[config.mk]
export PLATFORM = sky130hd
export DESIGN_NAME = tsw_watchdog
export DESIGN_NICKNAME = d
export VERILOG_FILES = /design/src/pkg/tsw_pkg.sv /design/src/hw/tsw_stage.sv /design/src/hw/tsw_watchdog.sv
export SDC_FILE = /design/constraint.sdc
export NUM_CORES = 1
export LEC_CHECK = 0
export BUFFER_PORTS_ARGS = -buffer_cell sky130_fd_sc_hd__buf_4
export CAP_MARGIN = 20
export CELL_PAD_IN_SITES_DETAIL_PLACEMENT = 1
export CELL_PAD_IN_SITES_GLOBAL_PLACEMENT = 1
export CORE_UTILIZATION = 40
export DETAILED_ROUTE_END_ITERATION = 8
export GPL_TIMING_DRIVEN = 0
export PLACE_DENSITY = 0.81
export SYNTH_ARGS = -nofsm -noshare
export SYNTH_HDL_FRONTEND = slang
export SYNTH_SLANG_ARGS = --single-unit
[constraint.sdc]
create_clock -name sys_clk -period 2.5 [get_ports sys_clk]
set_clock_uncertainty 0.15 [all_clocks]
set_input_delay 0.25 -clock sys_clk [delete_from_list [all_inputs] [get_ports sys_clk]]
set_output_delay 0.25 -clock sys_clk [all_outputs]
set_load 0.02 [all_outputs]
[src/pkg/tsw_pkg.sv]
// Package of constants and types for the two-stage watchdog.
package tsw_pkg;

  // ----------------------------------------------------------------------
  // Widths and timing
  // ----------------------------------------------------------------------
  localparam int TSW_CNT_W = 25;
  localparam logic [24:0] TSW_CNT_RESET = 25'h000_0000;
  localparam logic [24:0] TSW_CNT_ONE = 25'h000_0001;
  // Time mode settings: step, span and clock range.
  localparam int TSW_MS_MIN = 50;
  localparam int TSW_MS_MAX = 500;
  localparam int TSW_MS_STEP = 10;
  localparam int TSW_CLK_KHZ_MIN = 10;
  localparam int TSW_CLK_KHZ_MAX = 150000;
  // Default timeouts in cycles and in milliseconds for both stages, and default clock in kHz.
  localparam int TSW_DEF_CYCLES = 5000;
  localparam int TSW_DEF_MS = 50;
  localparam int TSW_DEF_CLK_KHZ = 100000;

  // ----------------------------------------------------------------------
  // Types
  // ----------------------------------------------------------------------
  typedef enum logic [1:0] {
    TSW_ST_SERVICED = 2'b00,
    TSW_ST_WARN = 2'b01,
    TSW_ST_RESTART = 2'b11
  } tsw_state_t;

  // Status outputs that travel together.
  typedef struct packed {
    logic warn;
    logic restart;
    logic expired;
  } tsw_flags_t;

  // Milliseconds at a clock rate in kHz gives a cycle count, clipped to the counter.
  function automatic logic [24:0] tsw_ms_to_cycles(input int ms, input int khz);
    longint prod;
    prod = longint'(ms) * longint'(khz);
    if (prod > 64'sd33554431) begin
      return 25'h1FF_FFFF;
    end
    return prod[24:0];
  endfunction : tsw_ms_to_cycles

endpackage : tsw_pkg

[src/hw/tsw_stage.sv]
// One up-counting timing stage with a terminal compare.
`timescale 1ns/10ps
module tsw_stage
  import tsw_pkg::*;
(
  // Clock and reset.
  input wire logic sys_clk,
  input wire logic srst,
  // Control.
  input wire logic run,
  input wire logic clear,
  input wire logic [24:0] limit,
  // Status.
  output logic [24:0] count,
  output logic done
);

  logic [24:0] count_reg;
  logic [24:0] count_next;

  // Done compares the held count, so it is a level while the stage sits at its limit.
  assign done = (count_reg == limit);
  // Counting holds at the limit so the count never wraps back under it.
  assign count_next = clear ? TSW_CNT_RESET : ((run && !done) ? count_reg + TSW_CNT_ONE : count_reg);
  assign count = count_reg;

  // Counter register.
  always_ff @(posedge sys_clk) begin
    if (srst) begin
      count_reg <= TSW_CNT_RESET;
    end else begin
      count_reg <= count_next;
    end
  end

endmodule : tsw_stage

[src/hw/tsw_watchdog.sv]
// Two-stage watchdog top: warning then hard restart on a missing service input.
`timescale 1ns/10ps
// Notes on behaviour
// Two cascaded stages; first gives a warning interrupt, second a hard restart.
// Each stage counts up from zero toward its configured timeout.
// Cycle mode: timeout is a cycle count; indication when counter reaches it.
// Time mode: milliseconds and clock 10 kHz to 150 MHz become a cycle count.
// Time mode timeouts span 50 to 500 ms in 10 ms steps.
// Missing service input is a fault; stage one counts only then.
// Host must service more often than the stage one timeout.
// Warning interrupt asserts when stage one reaches its timeout.
// Hard restart asserts when stage two reaches its timeout.
// Each stage counter value appears on its own 25-bit output.
// Expiry flag is low while counting, high once the count expired.
// The warning interrupt starts stage two.
// Reset clears counters and all flags; service returns stage one to zero.
module tsw_watchdog
  import tsw_pkg::*;
#(
  parameter bit TIME_MODE = 1'b0,
  parameter int STAGE1_CYCLES = TSW_DEF_CYCLES,
  parameter int STAGE2_CYCLES = TSW_DEF_CYCLES,
  parameter int STAGE1_MS = TSW_DEF_MS,
  parameter int STAGE2_MS = TSW_DEF_MS,
  parameter int CLK_KHZ = TSW_DEF_CLK_KHZ
) (
  // Clock and reset.
  input wire logic sys_clk,
  input wire logic srst,
  // Service input from the supervised processor.
  input wire logic service_in,
  // Warning and restart.
  output logic warn_irq_out,
  output logic hard_restart_out,
  // Counter values and expiry.
  output logic [24:0] stage_one_value_out,
  output logic [24:0] stage_two_value_out,
  output logic expired_out
);

  // ----------------------------------------------------------------------
  // Timeout selection
  // ----------------------------------------------------------------------
  // Time-mode settings are snapped down to a whole 10 ms step inside the range.
  localparam int S1_MS_CL = (STAGE1_MS < TSW_MS_MIN) ? TSW_MS_MIN : (STAGE1_MS > TSW_MS_MAX) ? TSW_MS_MAX : STAGE1_MS;
  localparam int S2_MS_CL = (STAGE2_MS < TSW_MS_MIN) ? TSW_MS_MIN : (STAGE2_MS > TSW_MS_MAX) ? TSW_MS_MAX : STAGE2_MS;
  localparam int S1_MS = S1_MS_CL - (S1_MS_CL % TSW_MS_STEP);
  localparam int S2_MS = S2_MS_CL - (S2_MS_CL % TSW_MS_STEP);
  localparam int KHZ_CL = (CLK_KHZ < TSW_CLK_KHZ_MIN) ? TSW_CLK_KHZ_MIN :
                          (CLK_KHZ > TSW_CLK_KHZ_MAX) ? TSW_CLK_KHZ_MAX : CLK_KHZ;
  // A limit of zero would flag at once, so both limits are at least one.
  localparam logic [24:0] S1_LIMIT_RAW = TIME_MODE ? tsw_ms_to_cycles(S1_MS, KHZ_CL) : STAGE1_CYCLES[24:0];
  localparam logic [24:0] S2_LIMIT_RAW = TIME_MODE ? tsw_ms_to_cycles(S2_MS, KHZ_CL) : STAGE2_CYCLES[24:0];
  localparam logic [24:0] S1_LIMIT = (S1_LIMIT_RAW == TSW_CNT_RESET) ? TSW_CNT_ONE : S1_LIMIT_RAW;
  localparam logic [24:0] S2_LIMIT = (S2_LIMIT_RAW == TSW_CNT_RESET) ? TSW_CNT_ONE : S2_LIMIT_RAW;

  // ----------------------------------------------------------------------
  // Service input synchroniser and edge detect
  // ----------------------------------------------------------------------
  logic svc_meta_reg;
  logic svc_sync_reg;
  logic svc_last_reg;
  logic svc_seen;

  // The processor runs on its own clock, so its pin passes two flops first.
  always_ff @(posedge sys_clk) begin
    if (srst) begin
      svc_meta_reg <= 1'b0;
      svc_sync_reg <= 1'b0;
      svc_last_reg <= 1'b0;
    end else begin
      svc_meta_reg <= service_in;
      svc_sync_reg <= svc_meta_reg;
      svc_last_reg <= svc_sync_reg;
    end
  end

  // A rising edge is one service; a stuck-high line is not servicing.
  assign svc_seen = svc_sync_reg && !svc_last_reg;

  // ----------------------------------------------------------------------
  // Stages
  // ----------------------------------------------------------------------
  tsw_state_t state_reg;
  tsw_state_t state_next;
  tsw_flags_t flags_reg;
  tsw_flags_t flags_next;
  logic [24:0] cnt1;
  logic [24:0] cnt2;
  logic done1;
  logic done2;
  logic run1;
  logic run2;
  logic clear1;
  logic clear2;
  logic s1_expire;
  logic s2_expire;

  // A stage that expires in the same cycle as a service keeps its expiry: the timeout wins.
  assign s1_expire = (state_reg == TSW_ST_SERVICED) && done1;
  assign s2_expire = (state_reg == TSW_ST_WARN) && done2;
  // Stage one runs while service is missing and no warning stands yet.
  assign run1 = (state_reg == TSW_ST_SERVICED) && !svc_seen;
  // A winning expiry keeps its count at the limit, so the flag and the value agree.
  assign clear1 = svc_seen && !s1_expire;
  // Stage two runs only once the warning stands.
  assign run2 = (state_reg == TSW_ST_WARN);
  assign clear2 = svc_seen && !s2_expire;

  tsw_stage u_stage1 (
    .sys_clk(sys_clk),
    .srst(srst),
    .run(run1),
    .clear(clear1),
    .limit(S1_LIMIT),
    .count(cnt1),
    .done(done1)
  );

  tsw_stage u_stage2 (
    .sys_clk(sys_clk),
    .srst(srst),
    .run(run2),
    .clear(clear2),
    .limit(S2_LIMIT),
    .count(cnt2),
    .done(done2)
  );

  // ----------------------------------------------------------------------
  // Cascade control
  // ----------------------------------------------------------------------
  // A service during the warning recovers; restart is latched until reset,
  // since the supervised system is being rebooted anyway.
  always_comb begin
    state_next = state_reg;
    unique case (state_reg)
      TSW_ST_SERVICED: begin
        if (done1) begin
          state_next = TSW_ST_WARN;
        end
      end
      TSW_ST_WARN: begin
        if (done2) begin
          state_next = TSW_ST_RESTART;
        end else if (svc_seen) begin
          state_next = TSW_ST_SERVICED;
        end
      end
      TSW_ST_RESTART: begin
        state_next = TSW_ST_RESTART;
      end
      default: begin
        state_next = TSW_ST_SERVICED;
      end
    endcase
  end

  // Flags are decoded from the next state so outputs leave flops directly.
  // One assignment drives the whole struct, so the packed word has a single driver.
  assign flags_next = tsw_flags_t'{
    warn: (state_next == TSW_ST_WARN) || (state_next == TSW_ST_RESTART),
    restart: (state_next == TSW_ST_RESTART),
    expired: (state_next == TSW_ST_RESTART)
  };

  // State and flag registers.
  always_ff @(posedge sys_clk) begin
    if (srst) begin
      state_reg <= TSW_ST_SERVICED;
      flags_reg <= '0;
    end else begin
      state_reg <= state_next;
      flags_reg <= flags_next;
    end
  end

  // Outputs and counter values come from flops.
  assign warn_irq_out = flags_reg.warn;
  assign hard_restart_out = flags_reg.restart;
  assign expired_out = flags_reg.expired;
  assign stage_one_value_out = cnt1;
  assign stage_two_value_out = cnt2;
endmodule : tsw_watchdog

* Word level (Yosys, flattened, before mapping)
Cells that the tools add are included.
Word-level totals: output and inout bits 53, bits of input ports 3, register bits after elaboration 57, logic and storage cells 38
Cells by class: add/sub/neg operators 2, reductions and logical operators 18, equality and inequality tests 6, mux-type cells 4
Operators with widths (count):
- 25-bit by 1-bit adder with 25-bit output (second input constant) | 2
- 25-bit by 13-bit == test with 1-bit output (second input constant) | 2
- 1-bit logical AND | 8
- 1-bit logical NOT | 6
- 2-bit 2-to-1 mux | 3
- 2-bit case mux with 3 select lines | 1
- 2-bit by 1-bit == test with 1-bit output (second input constant) | 2
- 2-bit == test (second input constant) | 2
- 2-bit OR reduction | 2
- 2-bit logical NOT | 1
- 1-bit logical OR | 1

* Longest topological paths before layout
Gate-level depths: netlist of run 1.
depth in word-level cells 7, gate-level depth with buffers 8, mapped depth without buffers 7

* Hierarchy
From an unflattened synthesis of run 1, not the netlist that was laid out.
Second synthesis, totals: cell total of the unflattened synthesis 414, area total of the unflattened synthesis 3467.1 sq um
By module, submodules not included:
- tsw_stage | cells an instance 194, sequential area each 500.5 sq um, area each 1604.0 sq um, instances 2
- tsw_watchdog | cells an instance 26, sequential area each 140.1 sq um, area each 259.0 sq um, instances 1

* Least setup slack after synthesis of run 1
OpenSTA, ideal clock, no wires.
path kind register -> register, from register u_stage1.count_reg[8] (netlist: u_stage1.count[8]), to register u_stage1.count_reg[24] (netlist: u_stage1.count[24]), data required time 2.279 ns, data arrival time 1.960 ns, stages on the path, launching flop included 6, library setup time 0.071 ns, setup slack 0.319 ns, cell sequence dfxtp_1 nand3_2 or3_1 or3_1 or4_1 a21oi_1
Between the ends: cells in the longest elaborated chain, start to end 5, elaborated cells on any way between the ends 8, those cells by class 1 x add/sub; 1 x eq/ne; 6 x reduce/logical
RTL lines:
- from (decl) | line tsw_stage.sv:18 | logic [24:0] count_reg;
- from (signal assigned) | line tsw_stage.sv:32 | count_reg <= count_next;
- branches (longest 5 deep; another with 25-bit by 1-bit adder with 25-bit output)
Parallel ways; which one is timed is not known. A chain may end at the register's enable or synchronous reset.

* Worst setup path after layout of run 1
from register u_stage1.count_reg[15] (netlist: u_stage1.count[15]), to register u_stage1.count_reg[14] (netlist: u_stage1.count[14])
Between the ends: cells in the longest elaborated chain, start to end 5, elaborated cells on any way between the ends 7, those cells by class 1 x eq/ne; 6 x reduce/logical
RTL lines:
- 25-bit by 13-bit == test with 1-bit output (*) | line tsw_stage.sv:22 | assign done = (count_reg == limit);
- 1-bit logical AND | line tsw_watchdog.sv:100 | assign s1_expire = (state_reg == TSW_ST_SERVICED) && done1;
- 1-bit logical NOT | line tsw_watchdog.sv:105 | assign clear1 = svc_seen && !s1_expire;
- 1-bit logical AND | line tsw_watchdog.sv:105
- 2-bit OR reduction (no source line)
Mark *: on every way between the ends. The rest lies on a longest branch, timed or not.

==> results of run 1 <==
repair_timing:
item,CTS,global route
gates resized for setup,5,10
setup buffers,0,2
hold buffers,2,0
pin swaps,0,2
setup endpoints to repair,47,46
hold endpoints to repair,4,0
how the worst max path moves through the flow:
| stage | from | to | cells past startpoint |
|---|---|---|---|
| final | u_stage1.count[15]$_SDFFE_PP0P_ | u_stage1.count[14]$_SDFFE_PP0P_ | 6 |
| after global routing | u_stage1.count[0]$_SDFFE_PP0P_ | u_stage1.count[17]$_SDFFE_PP0P_ | 8 |
| after CTS | u_stage1.count[0]$_SDFFE_PP0P_ | u_stage1.count[14]$_SDFFE_PP0P_ | 8 |
| after detailed placement | u_stage2.count[3]$_SDFFE_PP0P_ | u_stage2.count[1]$_SDFFE_PP0P_ | 6 |
| after global placement | u_stage2.count[2]$_SDFFE_PP0P_ | u_stage2.count[1]$_SDFFE_PP0P_ | 6 |
| after floorplan | u_stage1.count[8]$_SDFFE_PP0P_ | u_stage1.count[24]$_SDFFE_PP0P_ | 5 |
cells by family after synthesis:
logic type | count (synthesis) | synth area share, %
adders and majority gates | 4 | 1.826
muxes | 2 | 0.7303
and+or+nand+nor | 160 | 32.68
AOI/OAI and AO/OA | 50 | 10.86
xor gates and xnor gates | 28 | 8.945
DFF | 56 | 40.89
buffers and inverters | 27 | 4.062
per-stage QoR:
step	worst slack, ns	setup TNS, ns	util [%]	total power, mW	cell area (um^2)
floorplan	0.3194	0	-	0.9674	2741
global placement	-0.1624	-0.9633	50.05	0.9927	3251
detailed placement	-0.2632	-2.579	50.05	0.9966	3251
CTS	0.01817	0	52.28	1.594	3396
global route	0.003638	0	52.76	1.643	3427
finish	0.1206	0	52.76	1.586	3427
per-layer routing:
layer | GRT usage (%) | routed length, um | up-vias
li1 | - | - | 1320
met1 | 31.49 | 3834 | 1333
met2 | 39.76 | 3759 | 63
met3 | 2.852 | 268 | 8
met4 | 6.009 | 88 | 0
met5 | 0 | 0 | -
synthesized netlist by cell type:
cell type	instances
dfxtp_1	56
nor2_1	36
a21oi_1	21
nand3_1	21
xnor2_1	18
nand2_1	15
nand4_1	14
nor4_1	14
or3_1	14
inv_1	12
o31ai_1	12
or4_1	11
o21ai_0	10
xor2_1	10
clkbuf_1	9
and4_1	7
nor2b_1	6
and3_1	5
nor3_1	5
nor4b_1	5
ha_1	4
and2_1	3
buf_2	3
o211ai_1	3
clkbuf_2	2
mux2i_1	2
o211a_1	2
o21ai_1	2
and4b_1	1
buf_4	1
nand2b_1	1
nand3_2	1
nor3_2	1
where the power goes:
part           total [mW]  internal, mW  switching, mW
Combinational      0.0728        0.0257         0.0471
Clock               0.605         0.298          0.307
Sequential          0.907         0.898        0.00921
critical path, delay by kind of cell, from the launching register on:
kind,cells,cell delay [ns]
and+or+nand+nor,3,1.13
buffers and inverters,1,0.26
AOI/OAI and AO/OA,2,0.38
DFF,1,0.38
placed cells by master, fill, tap and decap left out, types with 7 or more instances in the layout:
cell type / n
o31ai_1: 12
nand4_1: 14
buf_4: 58
or4_1: 11
nor4_1: 13
and4_1: 7
or3_1: 14
xnor2_1: 18
inv_1: 12
xor2_1: 10
nor2_1: 36
o21ai_0: 9
nand3_1: 20
dfxtp_1: 56
a21oi_1: 21
nand2_1: 15
layout make-up:
| cell class | count | area [um^2] | share of cell area (%) |
|---|---|---|---|
| Multi-Input combinational cell | 244 | 1538 | 44.87 |
| Clock inverter | 2 | 35.03 | 1.022 |
| Tap cell | 77 | 96.34 | 2.811 |
| Timing Repair Buffer | 59 | 447.9 | 13.07 |
| Clock buffer | 6 | 72.57 | 2.118 |
| Sequential cell | 56 | 1121 | 32.71 |
| Inverter | 12 | 45.04 | 1.314 |
| Buffer | 15 | 71.32 | 2.081 |
==> results.yml, run 1 <==
synthesis:
  synth_area_leaders: "dfxtp_1 41%, xnor2_1 5.8%, nor2_1 4.9%"
  syn-num-nets: 334
  syn_avg_cell_area_um2: 8.383
  ys_types: 33
  ys_seq_area_share_pct: 40.89
  synth_area_um2: 2741
  yosysWarnings: 0
  yosysTopAreaCell: "dfxtp_1"
  ys_ff_latch: 56
  synth_top_area_share_pct: 40.89
  synthCells: 327
power_and_ir_drop:
  power.static_leakage_nw: 1.252
  vdd_drop_max_v: 0.0002623
  power_density_nw_per_um2: 462.7
floorplan:
  core_area_um2: 6495
  die_y_um: 84.79
  start_util_pct: 42.21
  die_w_um: 84.79
  die_area_um2: 7189
  pin_count: 56
  num_rows: 29
global_route:
  grt_pass1_vias: 2725
  grt_overflow: 0
  grt_antenna_before_repair: 0
  grt_pass1_wl_um: 13450
  grtUsageTotal_pct: 23.39
  grt_max_degree: 17
worst_hold_path:
  hold_depth: 1
  hp-class: "flop to flop"
  hold_path_end: "svc_sync_reg$_SDFF_PP0_"
  hp-start: "svc_meta_reg$_SDFF_PP0_"
clock_tree:
  path_clk_slew_ns: 0.10
  clk_latency_ns: 0.31
  cts_root_buf: "clkbuf_8"
  cts_tree: "built"
  cts_buffers: 5
  clock_path_buffers: 2
  h-tree-depth: 2
  clock-sinks: 56
critical_path:
  r2r-start: "u_stage1.count[15]$_SDFFE_PP0P_"
  reg2reg_slack_ns: 0.12
  critical_path_required_ns: 2.59
  slowest_delay_ns: 0.43
  critPathMaxFanout: 10
  cp-end-kind: "flop"
  rr_worst_depth: 6
  path_class: "flop to flop"
  worstPathCellList: "nor4_1, nand4_1, nor4_2, o21ai_2, clkbuf_2, a21oi_1"
  start_kind: "flop"
  rr_endpoint: "u_stage1.count[14]$_SDFFE_PP0P_"
  critPathSlowestCell: "nor4_2"
  cp.arrival_ns: 2.47
timing:
  finalHoldViolCount: 0
  finalMaxSlewViolations: 0
  period_minus_slack_ns: 2.379
  setup-violations-final: 0
  worstMarginPinSlew_ns: 0.5559
  post-route-period-util_pct: 95.18
  hold_ws_ns: 0.3013
  max_freq_ghz: 0.4203
  rsz0062_at_grt: "no"
  slew_headroom_pct: 62.80
detailed_routing:
  ant_nets: 0
  routedWlPerCell_um: 16.88
  drc: 4
  wirelength_um: 7951
  dr_total_vias: 2724
  vias_per_cell: 5.783
  drtIter0Drc: 140
  first_pass_iters: 6
run_status:
  status: "finished with violations"
  violations: "design-rule violations"
finish:
  n_antenna_cell: 0
  fillers: 802
  nets: 400
  area_growth_pct: 25.01
  fin_cells: 471
  drive_gt1_share_pct: 20.81
placement:
  dp_cells: 459
  place_hpwl_um: 5787
  routabilityCongestion: 0.8316
  port_buffers: 55
flow_run:
  drv_cap: 0
(Power assumes the default switching activity.)
==> run 2: changes to the inputs <==
Clock period 2.5 ns to 2.59 ns, I/O delays scaled along.
==> results.yml, run 2 (synthesis gave the netlist of run 1 again) <==
run_status:
  status: "finished with violations"
  violations: "design-rule violations"
detailed_routing:
  ant_nets: 0
  drc: 4
  first_pass_iters: 6
  drtIter0Drc: 101
  dr_total_vias: 2715
  wirelength_um: 7833
  vias_per_cell: 5.777
  routedWlPerCell_um: 16.67
clock_tree:
  path_clk_slew_ns: 0.10
  cts_buffers: 5
  cts_root_buf: "clkbuf_8"
  clock-sinks: 56
  clk_latency_ns: 0.31
  h-tree-depth: 2
  clock_path_buffers: 2
  cts_tree: "built"
floorplan:
  die_y_um: 84.79
  num_rows: 29
  start_util_pct: 42.21
  die_w_um: 84.79
  die_area_um2: 7189
  core_area_um2: 6495
  pin_count: 56
finish:
  n_antenna_cell: 0
  layout_common_cells: "58 x buf_4, 56 x dfxtp_1, 36 x nor2_1"
  final_util_pct: 52.42
  fin_cells: 470
  nets: 399
  area_growth_pct: 24.19
  layout.cells.most_common: "buf_4"
  drive_gt1_share_pct: 20.10
  fillers: 803
critical_path:
  worstPathCellList: "inv_1, ha_1, nor4b_1, nand3_1, nor4_2, o21ai_1, clkbuf_2, a21oi_1"
  critical_path_required_ns: 2.68
  path_class: "flop to flop"
  cp.arrival_ns: 2.48
  cp-end-kind: "flop"
  crit_family: "simple AND/OR/NAND/NOR gates"
  critPathSlowestCell: "dfxtp_1"
  critPathMaxFanout: 10
  start_kind: "flop"
  worst-path-buf-inv: 2
  reg2reg_slack_ns: 0.20
  slowest_delay_ns: 0.38
power_and_ir_drop:
  power.static_leakage_nw: 1.243
  vdd_drop_max_v: 0.0002518
  power_density_nw_per_um2: 447.6
  total_power_mw: 1.524
timing:
  hold_ws_ns: 0.01078
  finalMaxSlewViolations: 0
  worstMarginPinSlew_ns: 0.5638
  slew_headroom_pct: 62.16
  post-route-period-util_pct: 92.26
  finalHoldViolCount: 0
  setup-violations-final: 0
  max_freq_ghz: 0.4185
  finalWorstSetupSlack_ns: 0.2004
  period_minus_slack_ns: 2.390
  rsz0062_at_grt: "no"
placement:
  routabilityCongestion: 0.8316
  port_buffers: 55
  pre_cts_slack_ns: -0.1732
  dp_cells: 459
  place_hpwl_um: 5787
flow_run:
  drv_cap: 0
global_route:
  grt_pass1_wl_um: 13410
  grt_pass1_vias: 2712
  grt_antenna_before_repair: 0
  grtUsageTotal_pct: 23.33
  grt_overflow: 0
  grt_max_degree: 17
worst_hold_path:
  hp-class: "input port to flop"
-- run 2: final cells by class --
cell class / count / area [um^2] / share of cell area (%)
Clock inverter: 2 / 35.03 / 1.029
Buffer: 15 / 71.32 / 2.095
Clock buffer: 6 / 72.57 / 2.132
Sequential cell: 56 / 1121 / 32.93
Inverter: 12 / 45.04 / 1.323
Multi-Input combinational cell: 244 / 1525 / 44.80
Timing Repair Buffer: 58 / 437.9 / 12.86
Tap cell: 77 / 96.34 / 2.830
-- run 2: path summary, 6_finish.rpt --
kind,from,to,depth (start not counted)
hold / removal,service_in,svc_meta_reg$_SDFF_PP0_,2
hold reg to reg,svc_meta_reg$_SDFF_PP0_,svc_sync_reg$_SDFF_PP0_,1
setup reg to reg,u_stage1.count[0]$_SDFFE_PP0P_,u_stage1.count[14]$_SDFFE_PP0P_,8
setup / recovery,u_stage1.count[0]$_SDFFE_PP0P_,u_stage1.count[14]$_SDFFE_PP0P_,8
-- run 2: routing by layer --
metal,track usage [%],up-vias,part of all wire [%]
li1,-,1317,-
met2,39.54,57,48
met1,31.49,1334,48
met5,0,-,0
met3,2.852,7,3.2
met4,6.009,0,1.0
-- run 2: metrics by stage --
step           TNS [ns]  instance area [um^2]
2_1_floorplan         0                  2741
4_1_cts               0                  3385
6_report              0                  3405
5_1_grt               0                  3405
3_3_place_gp   -0.08259                  3251
3_5_place_dp    -0.9183                  3251
-- run 2: what timing repair did --
item,in CTS,in global routing
pin swaps,0,2
setup endpoints to repair,14,44
buffers inserted,0,2
gates resized for setup,4,9
hold endpoints to repair,4,0
hold buffers,1,0
-- run 2: power breakdown --
group | leakage, nW | internal (mW) | total, mW | switching [mW]
combinational | 0.736 | 0.0234 | 0.0676 | 0.0441
sequential | 0.452 | 0.867 | 0.876 | 0.00888
clock | 0.0552 | 0.288 | 0.580 | 0.293
